--- config.mk ---
export PLATFORM = sky130hd
export DESIGN_NAME = hfc_channel
export DESIGN_NICKNAME = d
export VERILOG_FILES = /design/src/logic/hfc_pkg.sv /design/src/logic/hfc_channel.sv
export SDC_FILE = /design/constraint.sdc
export NUM_CORES = 1
export LEC_CHECK = 0
export ABC_AREA = 0
export BUFFER_PORTS_ARGS = -buffer_cell sky130_fd_sc_hd__buf_2
export CORE_MARGIN = 3
export CORE_UTILIZATION = 50
export CTS_CLUSTER_DIAMETER = 200
export CTS_CLUSTER_SIZE = 28
export DETAILED_ROUTE_END_ITERATION = 6
export PLACE_DENSITY = 0.76
export SYNTH_ARGS = -nofsm -noshare
export SYNTH_HDL_FRONTEND = slang
export SYNTH_SLANG_ARGS = --single-unit
--- constraint.sdc ---
create_clock -name clk -period 3.43 [get_ports clk]
set_input_delay 0.343 -clock clk [delete_from_list [all_inputs] [get_ports clk]]
set_output_delay 0.343 -clock clk [all_outputs]
set_load 0.02 [all_outputs]
--- src/logic/hfc_pkg.sv ---
package hfc_pkg;
  // register port geometry
  localparam int REG_AW = 3;
  localparam int REG_DW = 16;
  // register indices: line_control_word, adapter_status_word, data_fifo_port
  localparam logic [2:0] IDX_CTL = 3'h2;
  localparam logic [2:0] IDX_STAT = 3'h5;
  localparam logic [2:0] IDX_DATA = 3'h7;
  // line_control_word fields and value after master clear
  localparam int CTL_RXEN = 0;
  localparam int CTL_TXEN = 1;
  localparam int CTL_CRCEN = 2;
  localparam logic [2:0] CTL_RST = 3'h0;
  // adapter_status_word fields
  localparam int ST_RXRDY = 0;
  localparam int ST_TXRDY = 1;
  localparam int ST_TU = 2;
  localparam int ST_TFNE = 3;
  // receive status byte fields (entry bits 12:8)
  localparam int RS_OVR = 0;
  localparam int RS_ABT = 1;
  localparam int RS_EOF = 2;
  localparam int RS_FCS = 3;
  localparam int RS_IDLE = 4;
  // transmit control byte fields (write data bits 15:8)
  localparam int TC_SOF = 0;
  localparam int TC_EOF = 1;
  // fifo shape
  localparam int FIFO_DEPTH = 8;
  localparam int FIFO_AW = 3;
  // line patterns and run lengths
  localparam logic [7:0] FLAG = 8'h7E;
  localparam logic [7:0] MARK = 8'hFF;
  localparam logic [3:0] ABORT_ONES = 4'h6;
  localparam logic [3:0] IDLE_ONES = 4'hE;
  localparam logic [3:0] STUFF_ONES = 4'h5;
  localparam logic [2:0] TX_STUFF_ONES = 3'h5;
  // frame check sequence, reflected ccitt form
  localparam logic [15:0] CRC_INIT = 16'hFFFF;
  localparam logic [15:0] CRC_POLY = 16'h8408;
  localparam logic [15:0] CRC_GOOD = 16'hF0B8;
  // state types
  typedef enum logic [0:0] {RX_HUNT, RX_DATA} hfc_rx_st_t;
  typedef enum logic [2:0] {TX_IDLE, TX_FLAG, TX_DATA, TX_CRC, TX_ABORT} hfc_tx_st_t;
endpackage : hfc_pkg

--- src/logic/hfc_channel.sv ---
// Function
// RULE1 - once flag-synchronised, each received byte enters the rx fifo with a status byte
// RULE2 - a push into an empty rx fifo raises a service request; ready goes true
// RULE3 - host reads head entry at index 7 while ready; each read pops one
// RULE4 - rx fifo overflow sets the overrun mark in the newest entry
// RULE5 - host discards rest of an overrun frame through its end mark
// RULE6 - after overrun the next frame loads normally once space exists
// RULE7 - bytes are loaded until a flag or abort ends the frame
// RULE8 - abort marks newest entry abort plus end; loading stops until resync
// RULE9 - closing flag loads last byte with end mark and check result
// RULE10 - a following frame is loaded the same way without host help
// RULE11 - fifteen ones mean idle line; one idle mark posted between frames
// RULE12 - master clear turns the line control bits off, disconnecting the line
// RULE13 - with control loaded the transmitter connects and marks the line
// RULE14 - tx enabled and start mark at head: send opening flag then contents
// RULE15 - each write enters tx fifo with control byte; ready while not full
// RULE16 - tx service request when ready rises while tx enable is set
// RULE17 - tx underflow sets underrun, sends abort then flags, discards data
// RULE18 - host checks underrun; next start mark clears stored underrun
// RULE19 - host writes last byte of a frame with the end mark set
// RULE20 - end-marked byte is sent, then check sequence, then closing flag
// RULE21 - at high rates host loop time at least twice its adapter accesses
// RULE22 - flag 01111110 searched on every bit; seven ones are an abort
// RULE23 - ccitt check sequence generated and checked
// RULE24 - no service requests from a channel whose enable bit is clear
// RULE25 - receive service is preferred over transmit service
// RULE26 - zero inserted after five data ones on send, deleted on receive
// RULE27 - after idle nothing more is loaded, so ready stays low
`timescale 1ns/1ps
module hfc_channel (
  // clock and master clear
  input wire logic clk,
  input wire logic resetn,
  // register port
  input wire logic [hfc_pkg::REG_AW-1:0] reg_addr,
  input wire logic [hfc_pkg::REG_DW-1:0] reg_wdata,
  input wire logic reg_wr,
  input wire logic reg_rd,
  output logic [hfc_pkg::REG_DW-1:0] reg_rdata,
  // service requests
  output logic channel_service_request,
  output logic service_is_rx,
  // data circuit, clocks supplied by the modem
  input wire logic rx_line_clk,
  input wire logic rx_line_data,
  input wire logic tx_line_clk,
  output logic tx_line_data,
  output logic dce_connect
);
  import hfc_pkg::*;

  function automatic logic [15:0] crcb(input logic [15:0] c, input logic [7:0] d);
    logic [15:0] x;
    x = c;
    for (int i = 0; i < 8; i++) begin
      x = (x[0] ^ d[i]) ? ((x >> 1) ^ CRC_POLY) : (x >> 1);
    end
    return x;
  endfunction : crcb

  logic [2:0] ctl_r;
  logic [15:0] rdata_r;
  logic csr_r, csr_rx_r, tx_pend_r, txrdy_d_r, dce_r, txd_r;
  logic [2:0] rck_s, tck_s;
  logic [1:0] rd_s;

  // two flops on every line input before use; stage 2 of the clocks feeds edge detect
  always_ff @(posedge clk or negedge resetn) begin
    if (!resetn) begin
      rck_s <= 3'h0;
      tck_s <= 3'h0;
      rd_s <= 2'h3;
    end else begin
      rck_s <= {rck_s[1:0], rx_line_clk};
      tck_s <= {tck_s[1:0], tx_line_clk};
      rd_s <= {rd_s[0], rx_line_data};
    end
  end

  // ---------------- receive fifo ----------------
  logic [12:0] rx_mem [FIFO_DEPTH];
  logic [FIFO_AW-1:0] rx_wp, rx_rp;
  logic [FIFO_AW:0] rx_cnt;
  logic push_en;
  logic [7:0] push_dat;
  logic [4:0] push_st;
  wire rx_full = rx_cnt == 4'(FIFO_DEPTH);
  wire rx_empty = rx_cnt == 4'h0;
  wire sel_data = reg_addr == IDX_DATA;
  wire rx_pop = reg_rd & sel_data & ~rx_empty; // RULE3
  wire rx_do_push = push_en & ~rx_full;
  wire [FIFO_AW-1:0] rx_newest = rx_wp - 3'h1;

  // memory has no reset; pointers and count do
  always_ff @(posedge clk) begin
    if (rx_do_push) rx_mem[rx_wp] <= {push_st, push_dat}; // RULE1
    if (push_en & rx_full) rx_mem[rx_newest][8+RS_OVR] <= 1'b1; // RULE4
  end

  always_ff @(posedge clk or negedge resetn) begin
    if (!resetn) begin
      rx_wp <= 3'h0;
      rx_rp <= 3'h0;
      rx_cnt <= 4'h0;
    end else begin
      if (rx_do_push) rx_wp <= rx_wp + 3'h1;
      if (rx_pop) rx_rp <= rx_rp + 3'h1;
      rx_cnt <= rx_cnt + {3'h0, rx_do_push} - {3'h0, rx_pop};
    end
  end

  // ---------------- receive serial engine ----------------
  hfc_rx_st_t rx_st_r;
  logic [3:0] ones_r;
  logic [7:0] sh_r, asm_r, pend_r;
  logic [2:0] bcnt_r;
  logic hpend_r, idle_r;
  logic [15:0] crc_r;
  wire rbit = rd_s[1];
  wire rx_go = rck_s[1] & ~rck_s[2] & ctl_r[CTL_RXEN];
  wire in_data = rx_st_r == RX_DATA;
  wire flag_det = {rbit, sh_r[7:1]} == FLAG; // RULE22
  wire abort_det = rbit & (ones_r == ABORT_ONES); // RULE22
  wire idle_det = rbit & (ones_r == IDLE_ONES) & ~idle_r; // RULE11
  wire stuffed = ~rbit & (ones_r == STUFF_ONES); // RULE26
  wire [7:0] asm_nxt = {rbit, asm_r[7:1]};
  wire byte_done = in_data & ~stuffed & (bcnt_r == 3'h7) & ~flag_det & ~abort_det & ~idle_det;
  wire close_ok = flag_det & in_data & hpend_r & (bcnt_r == 3'h7);
  wire fcs_bad = crc_r != CRC_GOOD; // RULE23

  // what goes into the bottom of the fifo; the last pending byte carries the end marks
  assign push_en = rx_go & (idle_det | (abort_det & in_data & hpend_r) | close_ok | (byte_done & hpend_r)); // RULE7
  assign push_dat = idle_det ? 8'h00 : pend_r;
  assign push_st = idle_det ? 5'(1 << RS_IDLE) : // RULE11
                   abort_det ? 5'((1 << RS_ABT) | (1 << RS_EOF)) : // RULE8
                   flag_det ? 5'((1 << RS_EOF) | (fcs_bad << RS_FCS)) : 5'h00; // RULE9

  // one byte is held back so the flag bits that reach the assembler never get loaded
  always_ff @(posedge clk or negedge resetn) begin
    if (!resetn) begin
      rx_st_r <= RX_HUNT;
      ones_r <= 4'h0;
      sh_r <= 8'h00;
      asm_r <= 8'h00;
      pend_r <= 8'h00;
      bcnt_r <= 3'h0;
      hpend_r <= 1'b0;
      idle_r <= 1'b0;
      crc_r <= CRC_INIT;
    end else if (!ctl_r[CTL_RXEN]) begin
      rx_st_r <= RX_HUNT;
      hpend_r <= 1'b0;
    end else if (rx_go) begin
      sh_r <= {rbit, sh_r[7:1]};
      ones_r <= rbit ? ((ones_r == 4'hF) ? 4'hF : ones_r + 4'h1) : 4'h0;
      if (idle_det | abort_det) begin
        rx_st_r <= RX_HUNT; // RULE8 RULE27
        hpend_r <= 1'b0;
        if (idle_det) idle_r <= 1'b1; // RULE11
      end else if (flag_det) begin
        rx_st_r <= RX_DATA; // RULE10 RULE6
        bcnt_r <= 3'h0;
        hpend_r <= 1'b0;
        crc_r <= CRC_INIT;
        idle_r <= 1'b0;
      end else if (in_data & ~stuffed) begin
        asm_r <= asm_nxt;
        bcnt_r <= bcnt_r + 3'h1;
        if (bcnt_r == 3'h7) begin
          pend_r <= asm_nxt;
          hpend_r <= 1'b1;
          crc_r <= crcb(crc_r, asm_nxt); // RULE23
        end
      end
    end
  end

  // ---------------- transmit fifo ----------------
  logic [9:0] tx_mem [FIFO_DEPTH];
  logic [FIFO_AW-1:0] tx_wp, tx_rp;
  logic [FIFO_AW:0] tx_cnt;
  logic tpop;
  wire tx_full = tx_cnt == 4'(FIFO_DEPTH);
  wire tx_empty = tx_cnt == 4'h0;
  wire tx_push = reg_wr & sel_data & ~tx_full; // RULE15
  wire [9:0] thead = tx_mem[tx_rp];
  wire hsof = ~tx_empty & thead[8+TC_SOF];
  wire tx_en = ctl_r[CTL_TXEN];

  always_ff @(posedge clk) begin
    if (tx_push) tx_mem[tx_wp] <= {reg_wdata[9:8], reg_wdata[7:0]};
  end

  // ---------------- transmit serial engine ----------------
  hfc_tx_st_t tx_st_r, nst;
  logic [7:0] tsh_r, nbyte;
  logic [2:0] tbc_r, tones_r;
  logic teof_r, thi_r, tu_r, tu_set, tu_clr, crc_upd, tcont_r;
  logic [15:0] tcrc_r;
  wire tx_go = tck_s[2] & ~tck_s[1]; // change data on the falling line clock
  wire tstuff = (tx_st_r == TX_DATA || tx_st_r == TX_CRC || tcont_r) && tones_r == TX_STUFF_ONES; // RULE26
  wire boundary = tx_go & ~tstuff & (tbc_r == 3'h7);
  wire tx_pop = boundary & tpop;
  wire [15:0] fcs = ~tcrc_r;

  // choice of the next byte at each byte boundary
  always_comb begin
    nst = tx_st_r;
    nbyte = FLAG;
    tpop = 1'b0;
    tu_set = 1'b0;
    tu_clr = 1'b0;
    crc_upd = 1'b0;
    case (tx_st_r)
      TX_IDLE, TX_FLAG: begin
        nbyte = (tx_st_r == TX_IDLE && !(hsof & tx_en)) ? MARK : FLAG; // RULE13 RULE14
        if (~tx_empty & ~hsof) begin
          tpop = 1'b1; // RULE17
        end else if (hsof & tx_en & tx_st_r == TX_IDLE) begin
          nst = TX_FLAG; // RULE14
        end else if (hsof & tx_st_r == TX_FLAG) begin
          nst = TX_DATA;
          nbyte = thead[7:0];
          tpop = 1'b1;
          tu_clr = 1'b1; // RULE18
          crc_upd = 1'b1;
        end else if (tx_st_r == TX_FLAG & ~tx_en & tx_empty) begin
          nst = TX_IDLE;
          nbyte = MARK;
        end
      end
      TX_DATA: begin
        if (teof_r) begin
          nst = ctl_r[CTL_CRCEN] ? TX_CRC : TX_FLAG; // RULE20
          nbyte = ctl_r[CTL_CRCEN] ? fcs[7:0] : FLAG;
        end else if (~tx_empty) begin
          nbyte = thead[7:0];
          tpop = 1'b1;
          crc_upd = 1'b1;
        end else begin
          nst = TX_ABORT; // RULE17
          nbyte = MARK;
          tu_set = 1'b1;
        end
      end
      TX_CRC: begin
        nst = thi_r ? TX_FLAG : TX_CRC; // RULE23
        nbyte = thi_r ? FLAG : fcs[15:8];
      end
      TX_ABORT: nst = TX_FLAG;
      default: nst = TX_IDLE;
    endcase
  end

  always_ff @(posedge clk or negedge resetn) begin
    if (!resetn) begin
      tx_wp <= 3'h0;
      tx_rp <= 3'h0;
      tx_cnt <= 4'h0;
    end else begin
      if (tx_push) tx_wp <= tx_wp + 3'h1;
      if (tx_pop) tx_rp <= tx_rp + 3'h1;
      tx_cnt <= tx_cnt + {3'h0, tx_push} - {3'h0, tx_pop};
    end
  end

  // a stuffed zero takes a bit slot without consuming a shift bit
  always_ff @(posedge clk or negedge resetn) begin
    if (!resetn) begin
      tx_st_r <= TX_IDLE;
      tsh_r <= MARK;
      tbc_r <= 3'h0;
      tones_r <= 3'h0;
      teof_r <= 1'b0;
      thi_r <= 1'b0;
      tcont_r <= 1'b0;
      tu_r <= 1'b0;
      tcrc_r <= CRC_INIT;
      txd_r <= 1'b1;
    end else if (tx_go) begin
      txd_r <= ~dce_r | (~tstuff & tsh_r[0]);
      if (tstuff) begin
        tones_r <= 3'h0; // RULE26
      end else begin
        tones_r <= tsh_r[0] ? ((tones_r == 3'h7) ? 3'h7 : tones_r + 3'h1) : 3'h0;
        tsh_r <= {1'b1, tsh_r[7:1]};
        tcont_r <= (tx_st_r == TX_DATA || tx_st_r == TX_CRC); // last content bits may still owe a stuffed zero
        tbc_r <= tbc_r + 3'h1;
        if (tbc_r == 3'h7) begin
          tx_st_r <= nst;
          tsh_r <= nbyte;
          if (tpop) teof_r <= thead[8+TC_EOF]; // RULE20
          thi_r <= (tx_st_r == TX_CRC);
          if (crc_upd) tcrc_r <= crcb((tx_st_r == TX_DATA) ? tcrc_r : CRC_INIT, thead[7:0]);
          if (tu_set) tu_r <= 1'b1;
          else if (tu_clr) tu_r <= 1'b0;
        end
      end
    end
  end

  // ---------------- registers, requests and read port ----------------
  wire sel_ctl = reg_addr == IDX_CTL;
  wire sel_stat = reg_addr == IDX_STAT;
  wire txrdy = ~tx_full; // RULE15
  wire rx_ev = rx_do_push & rx_empty & ctl_r[CTL_RXEN]; // RULE2 RULE24
  wire tx_ev = txrdy & ~txrdy_d_r & tx_en; // RULE16 RULE24
  wire [3:0] stat = {~tx_empty, tu_r, txrdy, ~rx_empty};
  wire [15:0] rd_mux = sel_ctl ? {13'h0, ctl_r} :
                       sel_stat ? {12'h0, stat} :
                       (sel_data & ~rx_empty) ? {3'h0, rx_mem[rx_rp]} : 16'h0000;

  // a transmit request that collides with a receive one waits a cycle instead of being lost
  always_ff @(posedge clk or negedge resetn) begin
    if (!resetn) begin
      ctl_r <= CTL_RST; // RULE12
      rdata_r <= 16'h0000;
      csr_r <= 1'b0;
      csr_rx_r <= 1'b0;
      tx_pend_r <= 1'b0;
      txrdy_d_r <= 1'b1;
      dce_r <= 1'b0;
    end else begin
      if (reg_wr & sel_ctl) ctl_r <= reg_wdata[2:0];
      rdata_r <= reg_rd ? rd_mux : 16'h0000;
      csr_r <= rx_ev | ((tx_ev | tx_pend_r) & tx_en);
      csr_rx_r <= rx_ev; // RULE25
      tx_pend_r <= (tx_ev | tx_pend_r) & tx_en & rx_ev;
      txrdy_d_r <= txrdy;
      dce_r <= ctl_r[CTL_RXEN] | ctl_r[CTL_TXEN]; // RULE13
    end
  end

  assign reg_rdata = rdata_r;
  assign channel_service_request = csr_r;
  assign service_is_rx = csr_rx_r;
  assign tx_line_data = txd_r;
  assign dce_connect = dce_r;
endmodule : hfc_channel

; ---- Word level (Yosys, flattened, before mapping)
; Memories as Yosys holds them, arrays and structs flattened.
; Index checks and enable logic that the tools add are counted.
[totals]
memories = 2
in_bits = 26
regBits = 137
romBits = 0
latch_bits = 0
ram_bits = 184
output_inout_bits = 20
elab_cells = 299
[op_classes]
n_mux = 91
n_lt_le_gt_ge = 0
addsub = 13
shifts = 0
eq_ne = 27
n_reduce_logical = 28
bitwise = 103
n_mul = 0
n_div = 0
[mem_list]
columns = memory, words, width, rd, rd_clocked_by_memory_dff, wr, line
row1 = rx_mem, 8, 13, 1, 0, 1, hfc_channel.sv:81  ; logic [12:0] rx_mem [FIFO_DEPTH];
row2 = tx_mem, 8, 10, 1, 0, 1, hfc_channel.sv:179  ; logic [9:0] tx_mem [FIFO_DEPTH];
[ops]
columns = cell, n
row1 = 16-bit two-way mux, 20
row2 = 8-bit two-way mux, 11
row3 = 13-bit two-way mux, 5
row4 = 2-bit inverter with 3-bit output, 16
row5 = 1-bit bitwise AND, 44
row6 = 3-bit two-way mux, 12
row7 = 1-bit two-way mux, 31
row8 = 8-bit case mux with 3 select lines, 1
row9 = "3-bit by 1-bit adder with 3-bit output, second input constant", 7
row10 = "3-bit equality test, second input constant", 7
row11 = 4-bit AND reduction, 5
row12 = 1-bit inverter, 18
row13 = "4-bit equality test, second input constant", 4
row14 = 4-bit two-way mux, 4
row15 = "16-bit inequality test, second input constant", 1
row16 = 16-bit inverter, 1
row17 = 1-bit bitwise XOR, 16
row18 = 13-bit OR reduction, 1
row19 = 3-bit case mux with 4 select lines, 1
row20 = 6-bit AND reduction, 2
row21 = 5-bit AND reduction, 2
row22 = "3-bit by 2-bit equality test with 1-bit output, second input constant", 3
row23 = 4-bit by 1-bit adder with 4-bit output, 2
row24 = "4-bit by 3-bit equality test with 1-bit output, second input constant", 2
row25 = 24 further kinds, 46

; ---- Depth between registers and ports, before layout
[logic_depth]
word_depth = 19
depth_mapped = 13
depth_no_buf = 13

; ---- Least setup slack after synthesis
; No wires, ideal clock.
[synth_timing]
path_kind = register to register
start = reg rd_s[1]
end = mem rx_mem[0][0] (enable)
n_path_buf = 1
path_slack_ns = 0.135
required_ns = 3.018
setup_ns = 0.412
path_stages_with_launch = 8
period_less_slack_ns = 3.295
arrival_time_ns = 2.883
cell_sequence = dfstp_2 -> buf_2 -> nand4b_1 -> a211o_1 -> a41o_1 -> o21ai_2 -> nand2_1 -> nor4_1
[synth_between]
elab_chain_cells = 16
elab_cells_between_ends = 34
cone_classes = eq/ne (1) / mux (6) / bitwise (26) / reduce/logical (1)
[synth_lines]
columns = element, line
row1 = from (decl), hfc_channel.sv:65  ; logic [1:0] rd_s;
row2 = from (signal assigned), hfc_channel.sv:76  ; rd_s <= {rd_s[0], rx_line_data};
row3 = 1-bit inverter, hfc_channel.sv:125  ; wire stuffed = ~rbit & (ones_r == STUFF_ONES);
row4 = 1-bit bitwise AND, hfc_channel.sv:125
row5 = 1-bit inverter, hfc_channel.sv:127  ; wire byte_done = in_data & ~stuffed & (bcnt_r == 3'h7) & ~flag_det & ~abort_det & ~idle_det;
row6 = 1-bit bitwise AND (5 in a row), hfc_channel.sv:127
row7 = 1-bit bitwise AND, hfc_channel.sv:132  ; assign push_en = rx_go & (idle_det | (abort_det & in_data & hpend_r) | close_ok | (byte_done & hpend_r));
row8 = 1-bit OR *, hfc_channel.sv:132
row9 = 1-bit bitwise AND *, hfc_channel.sv:132
row10 = 1-bit bitwise AND, hfc_channel.sv:97  ; if (push_en & rx_full) rx_mem[rx_newest][8+RS_OVR] <= 1'b1;
row11 = 1-bit two-way mux, hfc_channel.sv:97
row12 = 1-bit two-way mux (not written as such), hfc_channel.sv:97
row13 = 13-bit OR reduction (no source line), -
row14 = 3-bit two-way mux (no source line) / 2-bit two-way mux (equally long branches), -
row15 = to (decl), hfc_channel.sv:81
; Mark *: on every way between the ends. The rest lies on a longest branch, timed or not.

; ---- Final worst setup path
[layout_timing]
start = reg ones_r[0]
end = reg rx_cnt[2]
[layout_between]
elab_chain_cells = 14
elab_cells_between_ends = 25
cone_classes = add/sub (2) / eq/ne (3) / bitwise (20)
[layout_lines]
columns = element, line
row1 = from (decl), hfc_channel.sv:114  ; logic [3:0] ones_r;
row2 = from (signal assigned), hfc_channel.sv:155  ; ones_r <= rbit ? ((ones_r == 4'hF) ? 4'hF : ones_r + 4'h1) : 4'h0;
row3 = 4-bit by 3-bit equality test with 1-bit output, hfc_channel.sv:125
row4 = 1-bit bitwise AND, hfc_channel.sv:125
row5 = 1-bit inverter, hfc_channel.sv:127
row6 = 1-bit bitwise AND (5 in a row), hfc_channel.sv:127
row7 = 1-bit bitwise AND, hfc_channel.sv:132
row8 = 1-bit OR *, hfc_channel.sv:132
row9 = 1-bit bitwise AND *, hfc_channel.sv:132
row10 = 1-bit bitwise AND *, hfc_channel.sv:91  ; wire rx_do_push = push_en & ~rx_full;
row11 = 4-bit by 1-bit adder with 4-bit output *, hfc_channel.sv:108  ; rx_cnt <= rx_cnt + {3'h0, rx_do_push} - {3'h0, rx_pop};
row12 = 4-bit by 1-bit subtractor with 4-bit output *, hfc_channel.sv:108
row13 = to (signal assigned), hfc_channel.sv:108
row14 = to (decl), hfc_channel.sv:83  ; logic [FIFO_AW:0] rx_cnt;
; Marked as above.
; A chain may end at the register's enable or synchronous reset.

==> flow_metrics.tcl <==
set metrics [dict create \
    antenna_found_initial 0 \
    wl_per_cell_microns 18.3 \
    cts_made_buffers 15 \
    crit_top_cell "ha_1" \
    period_share 0.871 \
    fp.dieW_microns 173 \
    syn-instance-count 986 \
    finalHoldViolations 0 \
    syn2layout_area_growth_pct 8.90 \
    cp-end-kind "flip-flop" \
    drt_iter0_drc 718 \
    fin_ws_ns 0.442 \
    wl_microns 26100 \
    postRouteAntennaNets 0 \
    n_antenna_cell 0 \
    die_area_sq_um 29900 \
    via_count 7881 \
    worstPathArrival_ns 3.38 \
    port-buffer-count 36 \
    fin_setup_tns_ns 0 \
    irDropWorstVdd_mv 0.266 \
    place_hpwl_microns 18100 \
    seq_area_frac_synth 0.642 \
    io_pins 46 \
    root_buffer "clkbuf_16" \
    seq_power_share 0.538 \
    ys_types 75 \
    critPathMaxFanout 7 \
    p_per_area_nw_per_um2 568 \
    grt_max_degree 91 \
    outcome "complete, no violations" \
    ys.flop_type "edfxtp_1" \
    fmax_ghz 0.335 \
    layout-drive-gt1-share 0.214 \
    yosysWarnings 0 \
    grt_pass1_vias 7967 \
    drv_cap 0 \
    path_class "flip-flop to flip-flop" \
    synth_area_sq_um 14000 \
    fin_crit_ns 2.99 \
    worst_path_largest_cell_delay_ns 0.43 \
    die_h_microns 173 \
    worst_setup_path_start_kind "flip-flop" \
    p_sw_w 0.00247 \
    synth_edf_count 184 \
    p_int_w 0.00616 \
    place_congestion 0.830 \
    core_area_sq_um 27200 \
    synth-seq-cells 319 \
    drtPass1Iterations 5 \
    synthArstFlopShare 0.423 \
    leakage_nw 5.58 \
    layout_common_cells "edfxtp_1, dfrtp_1, nor2_1" \
    rows 60 \
    netSwitchingFraction 0.286 \
    setup_viol_count_final 0 \
    cts_tree "built" \
    grtUsageTotal 0.177 \
    start_util 0.513 \
    overflow 0 \
    cts_max_level 1 \
    layout_commonest_cell "edfxtp_1" \
    avgSynthCellArea_sq_um 14.1 \
    fin_worst_skew_ns 0.0232 \
    cp.required_ns 3.82 \
    yosysTopAreaCell "edfxtp_1" \
    crit_path_top_delay_cell "dfrtp_1" \
    path_cells "inv_1 -> ha_1 -> nand4b_1 -> a211o_1 -> a41o_1 -> o21ai_2 -> nand2_1 -> ha_1 -> inv_1 -> ha_1 -> fa_1 -> xor2_1" \
    post_cts.repair.setup_buffers 0 \
    p_clk_frac 0.228 \
    grt_setup_unrepaired "false" \
    nNetsFinal 1097 \
    tightest_slew_ns 0.866 \
    insertion_delay_ns 0.49 \
    drv_slew 0 \
    drc 0 \
    power_frac_comb 0.234 \
    p_total_w 0.00863 \
    cts_buffer_depth 3 \
    clk_pin_slew_ns 0.11 \
    synth_top_area_frac 0.396 \
    synth.area.top_cells "edfxtp_1, dfrtp_1, dfstp_2" \
    dp_slack_ns 0.424 \
    hold_class "input pin to flip-flop" \
    vias_per_cell 5.54 \
    reg2reg_slack_ns 0.44 \
    grt_pass1_wl_microns 43200 \
    cts.sinks 319 \
    relSlewSlack 0.418 \
]
==> through the flow <==
stage                     cell area [sq um]   util  hold slack, ns  cells
final                                 15200  0.559          0.0968   1423
after floorplan                       14000      -          0.0474    988
after detailed placement              14700  0.542           0.335   1394
after global placement                14700  0.542           0.334   1394
after global routing                  15200  0.559          0.0895   1423
after CTS                             15200  0.559          0.0781   1423
==> metal layers <==
layer | routed length [microns] | global-route usage | vias to the layer above
met1 | 12100 | 0.259 | 3980
met5 | 0 | 0 | -
met2 | 12800 | 0.293 | 163
met3 | 874 | 0.0171 | 26
met4 | 340 | 0.0341 | 0
li1 | - | - | 3712
==> timing repair <==
item,CTS,global route
gates resized for setup,0,0
hold buffers,4,0
endpoints found under the hold margin,65,0
==> final cells by class <==
cell class,count,area (sq um)
clock buffer,24,409
clock inverter,1,20.0
inverter,30,113
timing repair buffer,82,542
fill,2115,12000
tap,372,465
multi-input combinational,595,4680
sequential,319,8960
==> critical path, delay by kind of cell (launching register included) <==
family | cells | cell delay [ns]
adders and majority gates | 4 | 1.10
xor gates and xnor gates | 1 | 0.17
DFF | 1 | 0.43
AOI/OAI and AO/OA | 3 | 0.72
buffers and inverters | 2 | 0.14
and+or+nand+nor | 2 | 0.35
==> cells by family after synthesis <==
kind of cell | synth area share
compound gates | 0.0629
mux | 0.113
xor+xnor | 0.0430
other cells | 0.000269
flops | 0.642
fa+ha+maj | 0.0262
simple gates | 0.0884
buf+inv | 0.0245
==> Yosys cell counts, types with 12 or more instances <==
cell type,count
dfstp_2,44
edfxtp_1,184
o21ai_0,18
clkbuf_1,21
mux2_2,31
xor2_1,17
nand3_1,12
nand2_1,88
dfrtp_1,91
and2_1,13
mux2i_1,23
inv_1,30
o21ai_1,12
xnor2_1,42
ha_1,26
nor2_1,89
nor3_1,12
mux4_2,38
a21oi_1,47
==> power by group through the flow <==
stage / sequential [W] / clock [W] / combinational [W]
2_1_floorplan: 0.00460 / 0 / 0.00166
3_3_place_gp: 0.00471 / 0 / 0.00196
3_5_place_dp: 0.00472 / 0 / 0.00201
4_1_cts: 0.00464 / 0.00203 / 0.00204
5_1_grt: 0.00469 / 0.00216 / 0.00224
6_report: 0.00464 / 0.00197 / 0.00202
==> registers in the layout (all words and copies together) (netlist names), 4 cells and up <==
signal     cells
tcrc_r        16
tx_cnt         4
rx_mem       104
rx_cnt         4
ones_r         4
tx_mem        80
asm_r          7
tsh_r          8
crc_r         16
pend_r         8
sh_r           7
reg_rdata     13
==> path summary, 6_finish.rpt <==
check	cells past startpoint	start	endpoint
setup reg to reg	12	ones_r[0]$_DFFE_PN0P_	rx_cnt[2]$_DFF_PN0_
setup / recovery	12	ones_r[0]$_DFFE_PN0P_	rx_cnt[2]$_DFF_PN0_
hold reg to reg	0	rck_s[0]$_DFF_PN0_	rck_s[1]$_DFF_PN0_
max in group asynchronous	3	resetn	crc_r[7]$_DFFE_PN1P_
min in group asynchronous	2	resetn	pend_r[7]$_DFFE_PN0P_
hold / removal	3	reg_addr[0]	reg_rdata[3]$_DFF_PN0_
No activity file was read; power rests on OpenSTA's default activity.
